### src/rtl/rfcwd_pkg.sv
// package: register map, field layout and codes for the config word decoder
package rfcwd_pkg;
    // register offsets (byte addresses)
    localparam logic [7:0] MISC_SETTINGS_OFFSET = 8'he8;
    localparam logic [7:0] RX_ENTRY_OFFSET = 8'h98;
    localparam logic [7:0] DELAY_A_OFFSET = 8'he9;
    localparam logic [7:0] DELAY_B_OFFSET = 8'hea;
    localparam logic [7:0] DELAY_F_OFFSET = 8'heb;
    localparam logic [7:0] SYS_TRIM_OFFSET = 8'hd0;
    localparam logic [7:0] AGC_TRIM_OFFSET = 8'hd4;
    localparam logic [7:0] STATUS_OFFSET = 8'hd8;
    localparam logic [7:0] DELAY_OUT_OFFSET = 8'hdc;
    // settings byte field positions
    localparam int MISC_AUTO_DELAY_BIT = 0;
    localparam int MISC_TIMER_LSB = 1;
    localparam int MISC_SUPPLY_BIT = 3;
    localparam int MISC_TRIM_SUM_BIT = 4;
    localparam logic [7:0] MISC_WRITE_MASK = 8'h1f;
    // table entry field positions
    localparam int ENTRY_GEAR_LSB = 0;
    localparam int ENTRY_GAIN_LSB = 4;
    localparam int ENTRY_HPC_LSB = 6;
    localparam int ENTRY_MASK_LSB = 16;
    localparam int ENTRY_MASK_W = 13;
    localparam logic [31:0] ENTRY_WRITE_MASK = 32'h1fff_00ff;
    // system configuration trim field
    localparam int SYS_TRIM_LSB = 12;
    // reset values
    localparam logic [7:0] MISC_RESET = 8'h00;
    localparam logic [31:0] ENTRY_RESET = 32'h0000_0000;
    localparam logic [7:0] DELAY_RESET = 8'h00;
    localparam logic [7:0] TRIM_RESET = 8'h00;
    // selection mask bit indices (relative to field base)
    typedef enum logic [3:0] {
        RFCWD_A106 = 4'h0, RFCWD_A212 = 4'h1, RFCWD_A424 = 4'h2, RFCWD_A848 = 4'h3,
        RFCWD_B106 = 4'h4, RFCWD_B212 = 4'h5, RFCWD_B424 = 4'h6, RFCWD_B848 = 4'h7,
        RFCWD_F212 = 4'h8, RFCWD_F424 = 4'h9, RFCWD_V_ASK100 = 4'ha,
        RFCWD_V_ASK10 = 4'hb, RFCWD_M3 = 4'hc
    } rfcwd_tech_t;
    // timer selection codes
    typedef enum logic [1:0] {
        RFCWD_TIMER0 = 2'b00,
        RFCWD_TIMER1 = 2'b01,
        RFCWD_TIMER2 = 2'b10
    } rfcwd_timer_t;
endpackage

### src/rtl/rfcwd_decoder.sv
// config word decoder: settings byte, receiver entry and derived controls
//
// Local design decision: the plain strobed port.
module rfcwd_decoder
    import rfcwd_pkg::*;
#(
    parameter int DELAY_W = 8
) (
    input wire logic ref_clk_in, // device clock, 25 MHz
    input wire logic rst_in, // synchronous reset, active high
    input wire logic [7:0] addr_in, // register address
    input wire logic [31:0] wdata_in, // write data
    input wire logic wr_in, // write strobe
    input wire logic rd_in, // read strobe
    input wire logic [3:0] tech_sel_in, // active technology and rate index
    output logic [31:0] rdata_out, // read data, cycle after read
    output logic auto_rx_delay_enable_out, // automatic receive delay on
    output logic [1:0] timer_sel_out, // selected interface timer
    output logic regulated_output_supply_out, // regulated supply on
    output logic agc_trim_sum_enable_out, // trim sum mode
    output logic [7:0] agc_trim_out, // effective AGC trim
    output logic [3:0] power_control_gear_out, // gear from entry
    output logic [1:0] rx_gain_adjust_out, // sign + magnitude
    output logic [1:0] receive_highpass_corner_adjust_out, // sign + magnitude
    output logic entry_applies_out, // entry mask covers active tech
    output logic [DELAY_W+2:0] rx_delay_out // derived receive delay
);
    // refuse widths the readback and scaling cannot serve
    if (DELAY_W < 8) begin : g_narrow
        $error("DELAY_W must be at least 8");
    end
    // readback word leaves room for at most 28 bits plus growth
    if (DELAY_W > 28) begin : g_wide
        $error("DELAY_W must be at most 28");
    end
    // hit vector covers sixteen technology indices
    if (ENTRY_MASK_W > 16) begin : g_mask
        $error("selection mask wider than the index range");
    end

    logic [7:0] misc;
    logic [31:0] entry;
    logic [7:0] delay_a, delay_b, delay_f, stored_trim;
    logic [7:0] sys_trim;
    logic [7:0] next_misc, next_delay_a, next_delay_b, next_delay_f;
    logic [7:0] next_stored_trim, next_sys_trim;
    logic [31:0] next_entry, next_rdata;
    logic [DELAY_W+2:0] next_delay;
    logic [7:0] next_trim;
    // decoded output next values
    logic next_auto_delay, next_supply, next_trim_sum, next_applies;
    logic [1:0] next_timer, next_gain, next_corner;
    logic [3:0] next_gear;
    logic [15:0] tech_hit;

    // per-index mask hit; indices past mode 3 never apply
    for (genvar gi = 0; gi < 16; gi++) begin : g_hit
        if (gi < ENTRY_MASK_W) begin : g_on
            assign tech_hit[gi] = entry[ENTRY_MASK_LSB+gi];
        end else begin : g_off
            assign tech_hit[gi] = 1'b0;
        end
    end

    // settings byte controls
    always_comb begin
        next_auto_delay = misc[MISC_AUTO_DELAY_BIT];
        next_timer = misc[MISC_TIMER_LSB+:2];
        next_supply = misc[MISC_SUPPLY_BIT];
        next_trim_sum = misc[MISC_TRIM_SUM_BIT];
    end

    // receiver entry fields and mask hit
    always_comb begin
        next_gear = entry[ENTRY_GEAR_LSB+:4];
        next_gain = entry[ENTRY_GAIN_LSB+:2];
        next_corner = entry[ENTRY_HPC_LSB+:2];
        next_applies = tech_hit[tech_sel_in];
    end

    // delay scaling: shift of base by distance from top rate
    function automatic logic [DELAY_W+2:0] rfcwd_scale(input logic [7:0] base,
                                                       input logic [1:0] sh);
        logic [DELAY_W+2:0] b;
        b = {{(DELAY_W-5){1'b0}}, base};
        return b << sh;
    endfunction

    // register writes, reserved bits dropped
    always_comb begin
        next_misc = misc;
        next_entry = entry;
        next_delay_a = delay_a;
        next_delay_b = delay_b;
        next_delay_f = delay_f;
        next_stored_trim = stored_trim;
        next_sys_trim = sys_trim;
        if (wr_in) begin
            if (addr_in == MISC_SETTINGS_OFFSET) begin
                next_misc = wdata_in[7:0] & MISC_WRITE_MASK;
            end else if (addr_in == RX_ENTRY_OFFSET) begin
                next_entry = wdata_in & ENTRY_WRITE_MASK;
            end else if (addr_in == DELAY_A_OFFSET) begin
                next_delay_a = wdata_in[7:0];
            end else if (addr_in == DELAY_B_OFFSET) begin
                next_delay_b = wdata_in[7:0];
            end else if (addr_in == DELAY_F_OFFSET) begin
                next_delay_f = wdata_in[7:0];
            end else if (addr_in == AGC_TRIM_OFFSET) begin
                next_stored_trim = wdata_in[7:0];
            end else if (addr_in == SYS_TRIM_OFFSET) begin
                next_sys_trim = wdata_in[SYS_TRIM_LSB+7:SYS_TRIM_LSB];
            end
        end
    end

    // derived delay and trim
    always_comb begin
        next_delay = '0;
        if (misc[MISC_AUTO_DELAY_BIT]) begin
            case (tech_sel_in)
                RFCWD_A848: next_delay = rfcwd_scale(delay_a, 2'd0);
                RFCWD_A424: next_delay = rfcwd_scale(delay_a, 2'd1);
                RFCWD_A212: next_delay = rfcwd_scale(delay_a, 2'd2);
                RFCWD_A106: next_delay = rfcwd_scale(delay_a, 2'd3);
                RFCWD_B848: next_delay = rfcwd_scale(delay_b, 2'd0);
                RFCWD_B424: next_delay = rfcwd_scale(delay_b, 2'd1);
                RFCWD_B212: next_delay = rfcwd_scale(delay_b, 2'd2);
                RFCWD_B106: next_delay = rfcwd_scale(delay_b, 2'd3);
                RFCWD_F424: next_delay = rfcwd_scale(delay_f, 2'd0);
                RFCWD_F212: next_delay = rfcwd_scale(delay_f, 2'd1);
                default: next_delay = '0;
            endcase
        end
        if (misc[MISC_TRIM_SUM_BIT]) begin
            next_trim = 8'(stored_trim + sys_trim);
        end else begin
            next_trim = stored_trim;
        end
    end

    // read data mux
    always_comb begin
        next_rdata = '0;
        if (rd_in) begin
            if (addr_in == MISC_SETTINGS_OFFSET) begin
                next_rdata = {24'h00_0000, misc};
            end else if (addr_in == RX_ENTRY_OFFSET) begin
                next_rdata = entry;
            end else if (addr_in == DELAY_A_OFFSET) begin
                next_rdata = {24'h00_0000, delay_a};
            end else if (addr_in == DELAY_B_OFFSET) begin
                next_rdata = {24'h00_0000, delay_b};
            end else if (addr_in == DELAY_F_OFFSET) begin
                next_rdata = {24'h00_0000, delay_f};
            end else if (addr_in == AGC_TRIM_OFFSET) begin
                next_rdata = {24'h00_0000, stored_trim};
            end else if (addr_in == SYS_TRIM_OFFSET) begin
                next_rdata = {12'h000, sys_trim, 12'h000};
            end else if (addr_in == STATUS_OFFSET) begin
                next_rdata = {23'h00_0000, entry_applies_out, agc_trim_out};
            end else if (addr_in == DELAY_OUT_OFFSET) begin
                next_rdata = {{(29-DELAY_W){1'b0}}, rx_delay_out};
            end
        end
    end

    // register stage, all outputs from flops
    always_ff @(posedge ref_clk_in) begin
        if (rst_in) begin
            misc <= MISC_RESET;
            entry <= ENTRY_RESET;
            delay_a <= DELAY_RESET;
            delay_b <= DELAY_RESET;
            delay_f <= DELAY_RESET;
            stored_trim <= TRIM_RESET;
            sys_trim <= TRIM_RESET;
            rdata_out <= '0;
            auto_rx_delay_enable_out <= 1'b0;
            timer_sel_out <= RFCWD_TIMER0;
            regulated_output_supply_out <= 1'b0;
            agc_trim_sum_enable_out <= 1'b0;
            agc_trim_out <= TRIM_RESET;
            power_control_gear_out <= '0;
            rx_gain_adjust_out <= '0;
            receive_highpass_corner_adjust_out <= '0;
            entry_applies_out <= 1'b0;
            rx_delay_out <= '0;
        end else begin
            misc <= next_misc;
            entry <= next_entry;
            delay_a <= next_delay_a;
            delay_b <= next_delay_b;
            delay_f <= next_delay_f;
            stored_trim <= next_stored_trim;
            sys_trim <= next_sys_trim;
            rdata_out <= next_rdata;
            auto_rx_delay_enable_out <= next_auto_delay;
            timer_sel_out <= next_timer;
            regulated_output_supply_out <= next_supply;
            agc_trim_sum_enable_out <= next_trim_sum;
            agc_trim_out <= next_trim;
            power_control_gear_out <= next_gear;
            rx_gain_adjust_out <= next_gain;
            receive_highpass_corner_adjust_out <= next_corner;
            entry_applies_out <= next_applies;
            rx_delay_out <= next_delay;
        end
    end
endmodule

### config.mk
export PLATFORM = sky130hd
export DESIGN_NAME = rfcwd_decoder
export DESIGN_NICKNAME = d
export VERILOG_FILES = /design/src/rtl/rfcwd_pkg.sv /design/src/rtl/rfcwd_decoder.sv
export SDC_FILE = /design/constraint.sdc
export NUM_CORES = 1
export LEC_CHECK = 0
export BUFFER_PORTS_ARGS = -buffer_cell sky130_fd_sc_hd__buf_4
export CAP_MARGIN = 25
export CORE_UTILIZATION = 40
export DETAILED_ROUTE_END_ITERATION = 8
export RECOVER_POWER = 25
export SYNTH_ARGS = -nofsm -noshare
export SYNTH_HDL_FRONTEND = slang
export SYNTH_SLANG_ARGS = --single-unit
export TNS_END_PERCENT = 10
### constraint.sdc
create_clock -name ref_clk_in -period 2.2 [get_ports ref_clk_in]
set_input_delay 0.44 -clock ref_clk_in [delete_from_list [all_inputs] [get_ports ref_clk_in]]
set_output_delay 0.44 -clock ref_clk_in [all_outputs]
set_load 0.1 [all_outputs]
# After elaboration in Yosys (flattened, before gate mapping)
# Index checks and enable logic that the tools add are counted.
# totals
output_inout_bits	65
input_bits	48
ff_bits	131
word_cells	72
# classes
n_addsub	1
n_bitwise	8
eq_ne	18
muxes	13
magnitude_cmp	1
n_reduce_logical	11
# ops
op	n
$pmux W11 S10	1
$mux W20	4
$eq A8 B8 Y1 const B	9
$mux W32	2
$mux W11	2
$eq A4 B3 Y1 const B	4
$add A8 B8 Y8	1
$eq A4 B2 Y1 const B	2
$eq A4 B4 Y1 const B	2
$mux W8	1
$not A1 Y1	8
$reduce_and A8 Y1	1
$reduce_and A7 Y1	1
$reduce_and A6 Y1	1
$lt A4 B5 Y1 const B	1
$mux W5	1
$reduce_and A5 Y1	1
$bmux W1 S4	1
$eq A4 B1 Y1 const B	1
$logic_not A4 Y1	1
$reduce_and A4 Y1	1
$reduce_or A2 Y1	2
$reduce_and A3 Y1	1
$reduce_or A3 Y1	1
other kinds (2)	2

# Longest topological paths before layout
# depth
word_depth	10
depth_mapped	8
mapped_depth_nobuf	8

# Worst setup path before layout
# Ideal clock, no wire load.
# synth_path
path_type	in2reg
from	in addr_in[1]
to	reg entry[26]
slack_ps	353
setup_time_ps	128
t_arrival_ps	1719
path_stages	8
cell_sequence	buf_6 > nor4b_4 > and4b_1 > buf_4 > nand2_4 > buf_6 > mux2i_1 > nor2_1
# synth_via
elab_chain_len	3
elab_cells_between_ends	4
cone_classes	eq/ne: 2; bitwise: 1; reduce/logical: 1
# synth_lines
item	line	rtl
start, declared	rfcwd_decoder.sv:11	input wire logic [7:0] addr_in,
$eq A8 B8 Y1	rfcwd_decoder.sv:99	if (addr_in == MISC_SETTINGS_OFFSET) begin
$not A1 Y1 (no source line)	-	
$reduce_and A3 Y1 (no source line) (*)	-	
end signal, assigned	rfcwd_decoder.sv:191	entry <= next_entry;
end, declared	rfcwd_decoder.sv:42	logic [31:0] entry;
# Every way passes the cells marked *; elsewhere a longest branch is shown, timed or not.
# A chain may end at the register's enable or synchronous reset.

# Worst setup path after layout
# layout_path
from	reg sys_trim[1]
to	reg agc_trim_out[7]
# layout_via
elab_chain_len	2
# layout_lines
item	line	rtl
start, declared	rfcwd_decoder.sv:44	logic [7:0] sys_trim;
start signal, assigned	rfcwd_decoder.sv:196	sys_trim <= next_sys_trim;
$add A8 B8 Y8	rfcwd_decoder.sv:136	next_trim = 8'(stored_trim + sys_trim);
$mux W8	rfcwd_decoder.sv:135	if (misc[MISC_TRIM_SUM_BIT]) begin
end signal, assigned	rfcwd_decoder.sv:202	agc_trim_out <= next_trim;
end, declared	rfcwd_decoder.sv:21	output logic [7:0] agc_trim_out,
# No other way between the ends.

==> metrics.md <==
| Metric | Value |
|---|---|
| Die area | 15200 um2 |
| Clock root buffer | clkbuf_16 |
| Least-Margin Pin Slew | 1.12 ns |
| Antenna violations before repair | 0 |
| Min-Delay Startpoint | wdata_in[28] |
| Number of synthesized flops with an enable pin | 0 |
| Cell leakage power | 0.00320 uW |
| Pre-Repair DR Iteration Count | 6 |
| Synth Area in Adders | 0.0183 |
| FP Rows | 43 |
| Area delta synth->final | 24.1% |
| RSZ-0062 raised after global routing | yes |
| Design area | 7290 um2 |
| XOR/XNOR Fraction of Synth Area | 0 |
| Crit-path max FO | 4 |
| Die H | 123 um |
| Mapped cell area | 5870 um2 |
| Vias after detailed routing | 5247 |
| Final Skew | 0.00788 ns |
| Vias in the first global route | 4635 |
| Total grt overflow | 0 |
| Cell Area, Placed | 6800 um2 |
| Post-synthesis simple-gate area fraction | 0.217 |
| Critical setup path kind | register to register |
| Fill cells | 1335 |
| CP startpoint | sys_trim[1] |
| Synth cell types | 59 |
| Setup violators final | 0 |
| Mux cell area share after synthesis | 0.156 |
| Hpwl dp | 13000 um |
| Clock buffer count from CTS | 17 |
| Non-filler instance count after layout | 929 |
| # H-tree levels | 4 |
| Vias per inst | 5.65 |
| Cell Pwr Density | 731 nW/um2 |
| Clk_lat worst skew | 0.42 ns |
| Total Wirelength | 17500 um |
| CTS tree | built |
| Antenna diodes | 0 |
| Final worst path period need | 2.10 ns |
| Commonest non-fill, non-tap cell in the layout | dfxtp_1 |
| Drt drc | 0 |
| Synthesized area per cell | 9.16 um2 |
| Hold WC Path Type | input port to register |
| Die Width | 123 um |
| Compound-Gate Fraction of Synth Area | 0.129 |
| Hold-fix buffers, CTS | 0 |
| Synth Flop Type | dfxtp_1 |
| Achievable Freq | 0.477 GHz |
| Initial Util | 0.417 |
| Clock tree buffer depth | 2 |
| Final Max Slew Viols | 0 |
| Layout cell share with drive strength beyond 1 | 0.220 |
| Gpl congestion | 0.939 |
| Clock sink count | 127 |
| Placed cell count | 898 |
| Nets | 793 |
| I/O Pins | 113 |
| Flops & latches, synth | 127 |
| Setup Buffers After CTS | 0 |
| R2r setup slk | 0.10 ns |
| Main combinational cell family by area after synthesis | simple AND/OR/NAND/NOR gates |
| Maximum vdd drop | 0.447 mV |
| FF-to-FF Start | sys_trim[1] |
| Crit path launch type | register |
| Critical Path End Type | register |
| Area of the core | 14100 um2 |
| Syn. warnings | 0 |
| Commonest cells after routing, fill and taps aside | 127 x dfxtp_1, 90 x nor2_1, 90 x buf_4 |
| Final core occ | 0.517 |
| Largest net degree at the start of global routing | 34 |
| Status | finished clean |
| Final Hold Viols | 0 |
| # Max-Cap Violations | 0 |
| Critical Path RT | 2.51 ns |
| All-Layer GR Usage | 0.238 |
| Post-synthesis cell count | 641 |
| Asr flop ratio synth | 0 |
| DR iter-0 viols | 507 |
| Reg clk slew, reported paths | 0.06 ns |
| Antenna Violating Nets Remaining | 0 |
| Routed len/inst | 18.8 um |
| IO Port Bufs | 101 |
| Global-route wire length before repair | 26400 um |
| WP data arrival | 2.41 ns |
| Rel. slew slack | 0.251 |
| Period utilization | 0.954 |
| Register area share after synthesis | 0.433 |
==> what timing repair did <==
item                       4_1_cts  5_1_grt
setup endpoints to repair        0        3
hold endpoints to repair         0        0
resized for setup                0        1
==> stage by stage <==
stage / setup WS [ns] / total power, uW / setup TNS [ns] / hold WS (ns)
6_report: 0.102 / 5320 / 0 / 0.250
5_1_grt: -0.00354 / 5480 / -0.00354 / 0.258
4_1_cts: 0.0484 / 5360 / 0 / 0.244
3_5_place_dp: 0.0616 / 2660 / 0 / 0.443
3_3_place_gp: 0.111 / 2660 / 0 / 0.433
2_1_floorplan: 0.353 / 2540 / 0 / 0.444
==> critical path: stages, from the launching register on <==
cell	delay, ns
dfxtp_1	0.43
ha_1	0.29
a211oi_1	0.32
o21ai_0	0.23
nand3_1	0.13
nor3b_1	0.23
mux2_2	0.36
==> metal layers <==
layer	wire length (um)	share of wire	track usage	vias up
met1	7960	0.46	0.330	2530
met5	0	0	0	-
li1	-	-	-	2488
met4	395	0.023	0.0919	0
met3	1140	0.065	0.0498	26
met2	7980	0.46	0.360	203
==> final cells by class <==
cell class,instances,area [um2],share of cell area
multi-input combinational,458,3070,0.421
sequential,127,2540,0.349
timing repair buffer,120,835,0.115
clock buffer,17,425,0.0584
tap,180,225,0.0309
clock inverter,14,145,0.0199
inverter,13,48.8,0.00670
==> path summary, 6_finish.rpt <==
| check | endpoint | depth (start not counted) |
|---|---|---|
| hold reg to reg | rdata_out[9] | 2 |
| setup reg to reg | agc_trim_out[7] | 6 |
| setup / recovery | agc_trim_out[7] | 6 |
| hold / removal | entry[28] | 3 |
==> cell usage after synthesis (5+ instances only) <==
library cell  count  area (um2)
and2_1            8        50.1
a21oi_1          28         140
clkbuf_1         21        78.8
nor4_1            8        50.1
dfxtp_1         127        2540
o22ai_1           7        43.8
nor3_1           15        75.1
nor3b_1           6        45.0
and3_1           15        93.8
ha_1              7        87.6
a32oi_1           8        70.1
nor2_1           90         338
nand2b_1          8        50.1
buf_1             6        22.5
nor2b_1          30         188
a221oi_1          7        61.3
o21ai_0          10        50.1
nand2_1          44         165
buf_2            10        50.1
a211oi_1          8        60.1
mux2i_1          71         711
inv_1            13        48.8
nand3_1          12        60.1
mux2_2           12         135
buf_4             5        37.5
a22oi_1          12        90.1
==> power breakdown <==
part,internal [uW],switching [uW],total (uW)
logic,94.2,213,307
clock network,1660,1060,2710
registers,2300,2.59,2310
total,4050,1270,5320
==> cell families after synthesis <==
kind of cell	Yosys count
other	1
AO/OA/AOI/OAI	109
AND/OR/NAND/NOR	251
adder cells (fa/ha/maj)	8
buffers and inverters	59
multiplexers	86
flip-flops	127
==> sequential cells by signal, indices dropped and copies added, names as in the netlist, 2 cells and up <==
name                                flops
delay_a                                 8
timer_sel_out                           2
agc_trim_out                            8
entry                                  21
delay_f                                 8
receive_highpass_corner_adjust_out      2
sys_trim                                8
rdata_out                              28
rx_gain_adjust_out                      2
stored_trim                             8
delay_b                                 8
power_control_gear_out                  4
misc                                    5
rx_delay_out                           11
Note: power is estimated with default switching activity, not from simulation.
